`src/rtl/txdp_cfg.svh`:
```
`ifndef TXDP_CFG_SVH
`define TXDP_CFG_SVH
// Behaviour
// - In FIFO write mode upper address is not decoded; writes with select high go to FIFO, writes with select low pulse REG_WRITE.
// - FIFO path used only for writes with select high; select sampled once at cycle start, address taken up to release.
// - Address bits two and one still used; bits seven to three ignored.
// - In 16-bit bus mode upper data half ignored; otherwise modes behave alike.
// - Cycle starts once chip select and write strobe are both low, any order.
// - Cycle ends when either or both strobes release, in any order.

// ============================================================
// Widths and depths
`define TXDP_DATA_W 32
`define TXDP_HALF_W 16
`define TXDP_ADDR_HI 7
`define TXDP_ADDR_LO 1
`define TXDP_WSEL_HI 2
`define TXDP_WSEL_LO 1
`define TXDP_FIFO_DEPTH 16
`define TXDP_SYNC_STAGES 3

// ============================================================
// Reset values
`define TXDP_PINS_IDLE 42'h300_0000_0000
`define TXDP_WORD_RST 35'h0_0000_0000

// ============================================================
// Timing
`define TXDP_CLK_PERIOD_NS 25
`define TXDP_T_CSL_NS 32
`define TXDP_T_CSL_CYC ((`TXDP_T_CSL_NS + `TXDP_CLK_PERIOD_NS - 1) / `TXDP_CLK_PERIOD_NS)
`endif

```
`src/rtl/txdp_pkg.sv`:
```
package txdp_pkg;
    // Host pins as sampled; order matches the idle reset constant.
    typedef struct packed {
        logic chip_select_n;
        logic write_strobe_n;
        logic fifo_sel;
        logic [6:0] addr;
        logic [31:0] data;
    } host_pins_t;

    typedef struct packed {
        logic [31:0] data;
        logic [1:0] word_sel;
        logic narrow;
    } tx_word_t;

    typedef enum logic [2:0] {
        ST_IDLE = 3'b001,
        ST_OPEN = 3'b010,
        ST_PUSH = 3'b100
    } cycle_state_t;
endpackage

```
`src/rtl/tx_fifo_direct_write_port.sv`:
```
`include "txdp_cfg.svh"

module tx_fifo_direct_write_port (
    // Clock and reset
    input wire logic CLK,
    input wire logic RST_N,
    // Host bus pins
    input wire logic CHIP_SELECT_N,
    input wire logic WRITE_STROBE_N,
    input wire logic FIFO_SEL,
    input wire logic [`TXDP_ADDR_HI:`TXDP_ADDR_LO] ADDR,
    input wire logic [`TXDP_DATA_W-1:0] DATA,
    // Configuration
    input wire logic BUS_16BIT,
    // Transmit data stream
    input wire logic TXD_READY,
    output logic TXD_VALID,
    output txdp_pkg::tx_word_t TXD_WORD,
    // Status
    output logic TXD_FULL,
    output logic TXD_OVERFLOW,
    output logic REG_WRITE
);
    // ============================================================
    // Pin synchroniser
    // Data and address ride through the same stages as the strobes, so the
    // word seen at the end of a cycle is the one the host held at release.
    txdp_pkg::host_pins_t pins_raw;
    txdp_pkg::host_pins_t sync1_q;
    txdp_pkg::host_pins_t sync2_q;
    txdp_pkg::host_pins_t sync3_q;

    assign pins_raw = '{CHIP_SELECT_N, WRITE_STROBE_N, FIFO_SEL, ADDR, DATA};

    always_ff @(posedge CLK or negedge RST_N) begin
        if (!RST_N) begin
            sync1_q <= `TXDP_PINS_IDLE;
            sync2_q <= `TXDP_PINS_IDLE;
            sync3_q <= `TXDP_PINS_IDLE;
        end else begin
            sync1_q <= pins_raw;
            sync2_q <= sync1_q;
            sync3_q <= sync2_q;
        end
    end

    // ============================================================
    // Strobe qualification
    logic both_low2;
    logic both_low3;
    logic engaged_q;
    logic engaged_d;

    assign both_low2 = !sync2_q.chip_select_n && !sync2_q.write_strobe_n;
    assign both_low3 = !sync3_q.chip_select_n && !sync3_q.write_strobe_n;
    // A change counts only once the second and third stages agree.
    assign engaged_d = (both_low2 == both_low3) ? both_low2 : engaged_q;

    always_ff @(posedge CLK or negedge RST_N) begin
        if (!RST_N) begin
            engaged_q <= 1'b0;
        end else begin
            engaged_q <= engaged_d;
        end
    end

    // ============================================================
    // Cycle tracking
    txdp_pkg::cycle_state_t state_q;
    txdp_pkg::cycle_state_t state_d;
    logic fifo_cycle_q;
    txdp_pkg::tx_word_t word_q;
    logic push_valid;
    logic push_ready;

    always_comb begin
        state_d = state_q;
        case (state_q)
            txdp_pkg::ST_IDLE: begin
                if (engaged_d) begin
                    state_d = txdp_pkg::ST_OPEN;
                end
            end
            txdp_pkg::ST_OPEN: begin
                if (!engaged_d) begin
                    state_d = fifo_cycle_q ? txdp_pkg::ST_PUSH : txdp_pkg::ST_IDLE;
                end
            end
            txdp_pkg::ST_PUSH: begin
                state_d = engaged_d ? txdp_pkg::ST_OPEN : txdp_pkg::ST_IDLE;
            end
            default: begin
                state_d = txdp_pkg::ST_IDLE;
            end
        endcase
    end

    always_ff @(posedge CLK or negedge RST_N) begin
        if (!RST_N) begin
            state_q <= txdp_pkg::ST_IDLE;
        end else begin
            state_q <= state_d;
        end
    end

    // The select is sampled once at the start, unlike the address, which is reloaded with the data until release.
    always_ff @(posedge CLK or negedge RST_N) begin
        if (!RST_N) begin
            fifo_cycle_q <= 1'b0;
        end else if (state_q != txdp_pkg::ST_OPEN && engaged_d) begin
            fifo_cycle_q <= sync3_q.fifo_sel;
        end
    end

    // Data is taken on every cycle the strobes are still low at stage three,
    // so the last load holds the word present just before release.
    always_ff @(posedge CLK or negedge RST_N) begin
        if (!RST_N) begin
            word_q <= `TXDP_WORD_RST;
        end else if (state_d == txdp_pkg::ST_OPEN && both_low3) begin
            word_q.data[`TXDP_HALF_W-1:0] <= sync3_q.data[`TXDP_HALF_W-1:0];
            word_q.data[`TXDP_DATA_W-1:`TXDP_HALF_W] <= BUS_16BIT ? '0 :
                sync3_q.data[`TXDP_DATA_W-1:`TXDP_HALF_W];
            // Only the word select survives; the upper address is not decoded.
            word_q.word_sel <= sync3_q.addr[`TXDP_WSEL_HI-1:`TXDP_WSEL_LO-1];
            word_q.narrow <= BUS_16BIT;
        end
    end

    assign push_valid = (state_q == txdp_pkg::ST_PUSH);

    // ============================================================
    // Status pulses
    // The host cannot be stalled, so a push into a full FIFO is dropped and
    // reported; software must watch the full flag.
    always_ff @(posedge CLK or negedge RST_N) begin
        if (!RST_N) begin
            TXD_OVERFLOW <= 1'b0;
            REG_WRITE <= 1'b0;
        end else begin
            TXD_OVERFLOW <= push_valid && !push_ready;
            REG_WRITE <= (state_q == txdp_pkg::ST_OPEN) && !engaged_d && !fifo_cycle_q;
        end
    end

    assign TXD_FULL = !push_ready;

    // ============================================================
    // Transmit data FIFO
    word_fifo #(
        .WIDTH($bits(txdp_pkg::tx_word_t)),
        .DEPTH(`TXDP_FIFO_DEPTH)
    ) u_fifo (
        .CLK(CLK),
        .RST_N(RST_N),
        .in_valid(push_valid),
        .in_ready(push_ready),
        .in_data(word_q),
        .out_ready(TXD_READY),
        .out_valid(TXD_VALID),
        .out_data(TXD_WORD)
    );

    logic [3:0] opens_q;
    always_ff @(posedge CLK or negedge RST_N) begin
        if (!RST_N) begin
            opens_q <= '0;
        end else if (state_q == txdp_pkg::ST_IDLE && state_d == txdp_pkg::ST_OPEN) begin
            opens_q <= opens_q + 4'h1;
        end
    end
endmodule

```
`src/rtl/word_fifo.sv`:
```
module word_fifo #(
    parameter int WIDTH = 35,
    parameter int DEPTH = 16
) (
    // Clock and reset
    input wire logic CLK,
    input wire logic RST_N,
    // Fill side
    input wire logic in_valid,
    output logic in_ready,
    input wire logic [WIDTH-1:0] in_data,
    // Drain side
    input wire logic out_ready,
    output logic out_valid,
    output logic [WIDTH-1:0] out_data
);
    localparam int AW = $clog2(DEPTH);

    // ============================================================
    // Storage
    // The output register holds one word too, so DEPTH-1 live in the array.
    logic [WIDTH-1:0] mem_q [DEPTH-1];
    logic [AW-1:0] wr_ptr_q;
    logic [AW-1:0] rd_ptr_q;
    logic [AW-1:0] count_q;
    logic out_valid_q;
    logic [WIDTH-1:0] out_data_q;
    logic push;
    logic pop;
    logic load_out;

    assign in_ready = (count_q != AW'(DEPTH - 1));
    assign push = in_valid && in_ready;
    assign load_out = (count_q != '0) && (!out_valid_q || out_ready);
    assign pop = load_out;
    assign out_valid = out_valid_q;
    assign out_data = out_data_q;

    function automatic logic [AW-1:0] step(input logic [AW-1:0] p);
        step = (p == AW'(DEPTH - 2)) ? '0 : p + 1'b1;
    endfunction

    always_ff @(posedge CLK) begin
        if (push) begin
            mem_q[wr_ptr_q] <= in_data;
        end
    end

    always_ff @(posedge CLK or negedge RST_N) begin
        if (!RST_N) begin
            wr_ptr_q <= '0;
            rd_ptr_q <= '0;
            count_q <= '0;
        end else begin
            if (push) begin
                wr_ptr_q <= step(wr_ptr_q);
            end
            if (pop) begin
                rd_ptr_q <= step(rd_ptr_q);
            end
            count_q <= count_q + AW'(push) - AW'(pop);
        end
    end

    always_ff @(posedge CLK or negedge RST_N) begin
        if (!RST_N) begin
            out_valid_q <= 1'b0;
            out_data_q <= '0;
        end else if (load_out) begin
            out_valid_q <= 1'b1;
            out_data_q <= mem_q[rd_ptr_q];
        end else if (out_ready) begin
            out_valid_q <= 1'b0;
        end
    end
endmodule

```
`config.mk`:
```
export PLATFORM = sky130hd
export DESIGN_NAME = tx_fifo_direct_write_port
export DESIGN_NICKNAME = d
export VERILOG_FILES = /design/src/rtl/txdp_pkg.sv /design/src/rtl/tx_fifo_direct_write_port.sv /design/src/rtl/word_fifo.sv
export VERILOG_INCLUDE_DIRS = /design/src /design/src/rtl
export SDC_FILE = /design/constraint.sdc
export NUM_CORES = 1
export LEC_CHECK = 0
export BUFFER_PORTS_ARGS = -buffer_cell sky130_fd_sc_hd__clkbuf_2
export CORE_ASPECT_RATIO = 0.75
export CORE_MARGIN = 2
export CORE_UTILIZATION = 55
export DETAILED_ROUTE_END_ITERATION = 10
export HOLD_SLACK_MARGIN = 0.02
export PLACE_DENSITY = 0.75
export SETUP_SLACK_MARGIN = 0.5
export SLEW_MARGIN = 15
export SYNTH_ARGS = -nofsm -noshare
export SYNTH_HDL_FRONTEND = slang
export SYNTH_SLANG_ARGS = --single-unit
```
`constraint.sdc`:
```
create_clock -name CLK -period 5.29 [get_ports CLK]
set_clock_uncertainty 0.15 [all_clocks]
set_input_delay 0.7935 -clock CLK [delete_from_list [all_inputs] [get_ports CLK]]
set_output_delay 0.7935 -clock CLK [all_outputs]
set_load 0.03 [all_outputs]
```
Word level (Yosys, flattened, before mapping)
Memory sizes are Yosys's and may differ from the RTL's. A register that Yosys moved wholly into a read port is not among the register bits.
Cells that the tools add are included.
Storage, ports and cells
  output and inout bits: 39
  word-level logic and storage cells: 75
  memories kept: 1
  bits of input ports: 46
  register bits: 166
  RAM bits: 525
Cells by class
  mux-type cells: 13
  $add $sub $neg: 4
  eq/ne operators: 9
  reduce and logical (&&, ||, !) cells: 21
Memories
  u_fifo.mem_q: words 15, bits a word 35, read ports 1, clocked after memory_dff 1, wr ports 1, RTL line word_fifo.sv:22  | logic [WIDTH-1:0] mem_q [DEPTH-1];
Operators by type and width (number)
  16-bit 2-to-1 mux: 1
  1-bit logical AND: 9
  1-bit logical NOT: 9
  3-bit 2-to-1 mux: 3
  3-bit one-hot mux with 3 select lines: 1
  4-bit by 1-bit adder with 4-bit output, second input constant: 2
  4-bit equality test, second input constant: 2
  4-bit 2-to-1 mux: 2
  3-bit by 2-bit equality test with 1-bit output, second input constant: 2
  1-bit 2-to-1 mux: 5
  4-bit by 1-bit adder with 4-bit output: 1
  4-bit != test, second input constant: 1
  4-bit nonzero test: 1
  4-bit by 1-bit subtractor with 4-bit output: 1
  3-bit by 1-bit equality test with 1-bit output, second input constant: 1
  3-bit equality test, second input constant: 1
  3-bit by 2-bit != test with 1-bit output, second input constant: 1
  2-bit 2-to-1 mux: 1
  2-bit nonzero test: 1
  1-bit equality test: 1
  1-bit logical OR: 1

Logic depth before layout (Yosys ltp)
  word-level depth: 8
  gate-level depth with buffers: 12

Modules after synthesis
A second synthesis with hierarchy kept.
Unflattened totals
  cells, all modules: 1354
  area, all modules: 26678.1 um^2
Modules (own cells, without submodules)
  word_fifo: times used 1, sequential area each 16966.3 um^2, area an instance 21984.8 um^2, cells an instance 1118
  tx_fifo_direct_write_port: times used 1, sequential area each 3837.4 um^2, area an instance 4693.3 um^2, cells an instance 236

Worst setup path after synthesis
Ideal clock, no wire load.
  kind: register -> register
  start: register state_q[1]
  end: memory u_fifo.mem_q[2][0], enable pin
  cell stages (with the launch flop): 4
  setup slack: 226 ps
  setup time: 515 ps
  data required time: 4625 ps
  arrival: 4399 ps
  cells stage by stage: dfrtp_1 > nor3b_1 > nand3_1 > nor4_1
On the way
  longest elaborated chain between the ends: 4
Ends and longest elaborated chain
  start, declared: RTL line tx_fifo_direct_write_port.sv:69  | txdp_pkg::cycle_state_t state_q;
  start signal, assigned: RTL line tx_fifo_direct_write_port.sv:100  | state_q <= txdp_pkg::ST_IDLE;
  start signal, assigned: RTL line tx_fifo_direct_write_port.sv:102  | state_q <= state_d;
  3-bit equality test: RTL line tx_fifo_direct_write_port.sv:130  | assign push_valid = (state_q == txdp_pkg::ST_PUSH);
  1-bit logical AND: RTL line word_fifo.sv:33  | assign push = in_valid && in_ready;
  1-bit 2-to-1 mux: RTL line word_fifo.sv:44  | if (push) begin
  1-bit 2-to-1 mux (implied by the code): RTL line word_fifo.sv:45  | mem_q[wr_ptr_q] <= in_data;
  end, declared: RTL line word_fifo.sv:22
No other way between the ends.

Final worst setup path
  start: register state_q[1]
  end: memory u_fifo.mem_q[9][20], enable pin
Same word-level chain as after synthesis.

==> results by stage <==
Status:
- The flow ran to the end, and the final reports show no timing, DRC or antenna violations.

Timing:
- Final hold analysis gives a worst-case slack of about 0.043 ns.
- Setup repair after global routing left no endpoint under its margin.
- The count of final max-slew check failures is 0.
- The worst relative slew slack is 0.1854.
- Setup slack closes at just over 2 ns.
- Setup violations remaining at the end of the flow were counted as 0.
- At the pin with the least slew margin, the transition time is around 1.2 ns.
- The final hold violation count came to 0.
- Summed over all failing endpoints, the final setup total negative slack is 0 ns.
- Of the available clock period, the critical path in the final layout requires 0.6154.
- The final critical path time including I/O delays and setup is roughly 3.3 ns.
- The achievable clock frequency is ~300 MHz.

Synthesis:
- The mean instance size in the synthesized netlist is between 15 and 20 um2.
- Counting flops with a built-in enable in the synthesized netlist gives 525.
- The flop and latch count out of synthesis is ~730.
- For this run, the number of Yosys warnings is 0.
- The most used flip-flop cell after synthesis is sky130_fd_sc_hd__edfxtp_1.
- Of the synthesized area, sequential elements account for 0.7783.
- The synthesized netlist occupies a cell area of ~0.027 mm2.
- The number of different library cells used by synthesis comes to 59.
- For this run, asynchronously set or reset flops after synthesis account for 0.2769.
- The number of instances in the synthesized netlist is 1380.
- The post-synthesis net count is 1433.

Floorplan:
- The full die area is 0.05040 mm2.
- The floorplan has slightly below 70 rows.
- In this run the vertical extent of the chip is slightly below 200 um.
- The x dimension of the die is approximately 260 um.
- Pin placement for this block handled 85 I/O pins.
- The initial utilization of the core area, before any placement, comes to 0.5609.
- The area inside the core boundary is ~0.048 mm2.

Setup path:
- The kind of capture point of the worst setup path is a register.
- The depth of the worst register-to-register path is 4.
- In this design, the stage delay of the slowest critical-path cell is approximately 0.88 ns.
- Along the worst path, the maximum fanout reaches 21.
- The critical path goes through nor3b_1, nand4_1, nor2_4, buf_4.
- The setup path with the least slack is of type reg2reg.
- The kind of launch point of the worst setup path is a register.
- The slowest library cell on the worst path is sky130_fd_sc_hd__nor2_4.
- STA puts the critical path data required time at roughly 5.4 ns.
- The arrival time of the worst setup path is roughly 3.4 ns.

Finish:
- The number of antenna diodes in the final layout is 0.
- Measured on the finished design, the core utilization comes to 0.6270.
- For this run, the post-layout net count is 1545.
- Of the cells placed in the final design, the portion with a size suffix greater than 1 is 0.2268.
- From synthesis to final layout, the design area changed by 11.79%.

GRT:
- The initial antenna violation count is 0.
- The first global-routing pass estimated roughly 80000 um of wire.
- The largest net degree at the start of global routing is between 80 and 90.
- The total overflow left after global routing is 0.
- For this run, the total global-route usage over all layers was measured as 0.2171.
- The via count of the first global-routing pass is 13250.

Power and ir drop:
- The power density relative to cell area is about 500 mW/mm2.
- Summed over all nets, the switching power comes to ~4.3 mW.
- The share of power burned in combinational logic is 0.206.
- The part of the total power dissipated in the clock network is 0.300.
- The total power of the final layout is roughly 15 mW.
- IR analysis of the VDD net gives a maximum drop of approximately 0.34 mV.
- The sequential power share is 0.494.
- The internal power is between 10 and 15 mW.
- Of the total power, the share spent switching nets is 0.2926.
- In this run the static leakage power is approximately 11 nW.

Placed design:
- The estimated wirelength of the detail-placed design is between 20000 and 30000 um.
- During placement, the flow inserted port buffers numbering slightly below 80.
- At the end of routability-driven placement, the weighted congestion stood at 0.7322.
- Before CTS, the worst setup slack after placement is 1.815 ns.

Clock tree:
- The later pin in the worst-skew pair is clocked with a latency of ~0.6 ns.
- The number of sinks on the clock net is ~730.
- The clock buffer count from CTS is 66.
- Once the clock tree was built, the resizer swapped 0 gates to a different size.
- The post-CTS setup-driven buffer insertion count is 0.
- In this run the number of H-tree levels came out at 3.
- The cell at the root of the clock tree is sky130_fd_sc_hd__clkbuf_16.
- The maximum number of buffers from clock root to sink is 3.
- The CTS tree is yes.
- The clock-pin slew reported for the worst setup and hold paths after clock tree synthesis is 0.06 ns.
- For this design, the CTS-stage hold fixing added 0 buffers.

Routing:
- The detail-routed via count per cell is just under 6.
- The pre-antenna-repair detailed-routing pass consisted of 5 iterations.
- Across all layers, the routed design uses about 13000 vias.
- The number of routed nets with antenna violations is 0.
- For this run, design rule violations remaining after detail routing come to 0.
- After detailed routing, the average wire length per cell comes to around 24 um.
- The initial DRC count is approximately 1200.
- The aggregate routed wire length is 53150 um.

Flow run:
- Across the run, the number of max-cap violations was 0.

Hold path:
- The min-delay analysis places its worst path in the category in2async.
## cells by family (layout without fill, tap and decap cells)
kind of cell,Yosys count,in the layout,synth area share
and+or+nand+nor,192,192,0.04119
DFF,726,726,0.7783
AOI/OAI and AO/OA,192,192,0.05186
adders and majority gates,8,8,0.003979
muxes,177,177,0.1050
xor gates and xnor gates,3,3,0.0009831
buffers and inverters,82,245,0.01872
## layer usage
layer	track usage	routed length (um)	vias up
met5	0	0	-
met4	0.05673	1016	0
met3	0.04043	3466	85
met2	0.3457	25680	484
met1	0.3132	22990	6771
li1	-	-	5632
## flip-flops by register name (all words and copies together), names as in the netlist, 35 cells and up
signal / flops
u_fifo.mem_q: 525
sync1_q: 37
sync2_q: 37
sync3_q: 37
u_fifo.out_data: 35
word_q: 35
## critical path, delay by kind of cell (launching register included)
kind / cells / cell delay [ns]
buf+inv: 1 / 0.41
simple gates: 3 / 1.94
flops: 1 / 0.42
## layout by cell type, fill, tap and decap left out, types with 2 or more instances in the layout
master	Yosys	layout
sky130_fd_sc_hd__clkbuf_16	0	69
sky130_fd_sc_hd__a21o_1	2	2
sky130_fd_sc_hd__nand2_1	39	39
sky130_fd_sc_hd__a22oi_2	3	3
sky130_fd_sc_hd__mux2_4	30	30
sky130_fd_sc_hd__edfxtp_1	525	525
sky130_fd_sc_hd__clkbuf_8	0	2
sky130_fd_sc_hd__a22oi_1	32	32
sky130_fd_sc_hd__nand2b_1	40	40
sky130_fd_sc_hd__o21ai_0	5	5
sky130_fd_sc_hd__o22ai_1	35	35
sky130_fd_sc_hd__nor3b_1	2	2
sky130_fd_sc_hd__dfstp_2	7	7
sky130_fd_sc_hd__dfrtp_1	194	191
sky130_fd_sc_hd__buf_12	0	2
sky130_fd_sc_hd__o211ai_1	27	27
sky130_fd_sc_hd__buf_4	6	35
sky130_fd_sc_hd__clkbuf_2	0	78
sky130_fd_sc_hd__nor2_1	23	18
sky130_fd_sc_hd__and2_1	2	2
sky130_fd_sc_hd__inv_6	0	2
sky130_fd_sc_hd__nor2_4	0	5
sky130_fd_sc_hd__a31oi_1	44	44
sky130_fd_sc_hd__or2_2	2	2
sky130_fd_sc_hd__dfrtp_4	0	2
sky130_fd_sc_hd__nor3_2	1	9
sky130_fd_sc_hd__a21oi_1	3	3
sky130_fd_sc_hd__xor2_1	2	2
sky130_fd_sc_hd__nand3_1	5	5
sky130_fd_sc_hd__mux2i_1	70	70
sky130_fd_sc_hd__ha_1	6	6
sky130_fd_sc_hd__mux2_2	7	7
sky130_fd_sc_hd__mux4_2	70	70
sky130_fd_sc_hd__clkbuf_1	16	18
sky130_fd_sc_hd__inv_1	9	9
sky130_fd_sc_hd__nor2b_1	55	55
sky130_fd_sc_hd__a211o_1	35	35
sky130_fd_sc_hd__clkinv_2	0	11
sky130_fd_sc_hd__nor4_4	1	3
sky130_fd_sc_hd__clkinv_1	0	15
## cell usage after synthesis (23+ instances only)
cell type | n | area, um2
sky130_fd_sc_hd__nor2_1 | 23 | 86.33
sky130_fd_sc_hd__mux2i_1 | 70 | 700.7
sky130_fd_sc_hd__mux2_4 | 30 | 450.4
sky130_fd_sc_hd__nand2b_1 | 40 | 250.2
sky130_fd_sc_hd__dfrtp_1 | 194 | 4855
sky130_fd_sc_hd__a22oi_1 | 32 | 240.2
sky130_fd_sc_hd__edfxtp_1 | 525 | 15770
sky130_fd_sc_hd__o211ai_1 | 27 | 202.7
sky130_fd_sc_hd__mux4_2 | 70 | 1577
sky130_fd_sc_hd__a31oi_1 | 44 | 275.3
sky130_fd_sc_hd__a211o_1 | 35 | 306.5
sky130_fd_sc_hd__nand2_1 | 39 | 146.4
sky130_fd_sc_hd__buf_2 | 25 | 125.1
sky130_fd_sc_hd__nor2b_1 | 55 | 344.1
sky130_fd_sc_hd__o22ai_1 | 35 | 219.0
## area by class of cell
type,count,area (um2)
tap,639,799.5
multi-input combinational,572,5534
timing repair buffer,116,708.2
sequential,726,20810
fill,3263,17770
clock inverter,30,167.7
inverter,10,37.54
clock buffer,89,1822
## worst paths after layout
check	startpoint	end	slack (ns)
hold / removal	RST_N	sync1_q[17]	0.04
hold reg to reg	sync1_q[8]	sync2_q[8]	0.20
setup / recovery	state_q[1]	u_fifo.mem_q[9][20]	2.03
min in group CLK	WRITE_STROBE_N	sync1_q[40]	0.13
max in group asynchronous	RST_N	TXD_OVERFLOW	3.86
setup reg to reg	state_q[1]	u_fifo.mem_q[9][20]	2.03
## through the flow
step                instance area (um2)  std cells
floorplan                         26740       1380
global placement                  27890       2063
detailed placement                27890       2063
CTS                               29880       2182
global route                      29880       2182
finish                            29880       2182
## power groups by stage
stage | logic, mW | clock network [mW] | registers (mW)
6_report | 3.06 | 4.45 | 7.32
4_1_cts | 3.10 | 4.52 | 7.32
3_5_place_dp | 3.08 | 0 | 7.43
5_1_grt | 3.30 | 4.73 | 7.39
3_3_place_gp | 3.01 | 0 | 7.39
2_1_floorplan | 2.34 | 0 | 7.31
Note: power is estimated with default switching activity, not from simulation.
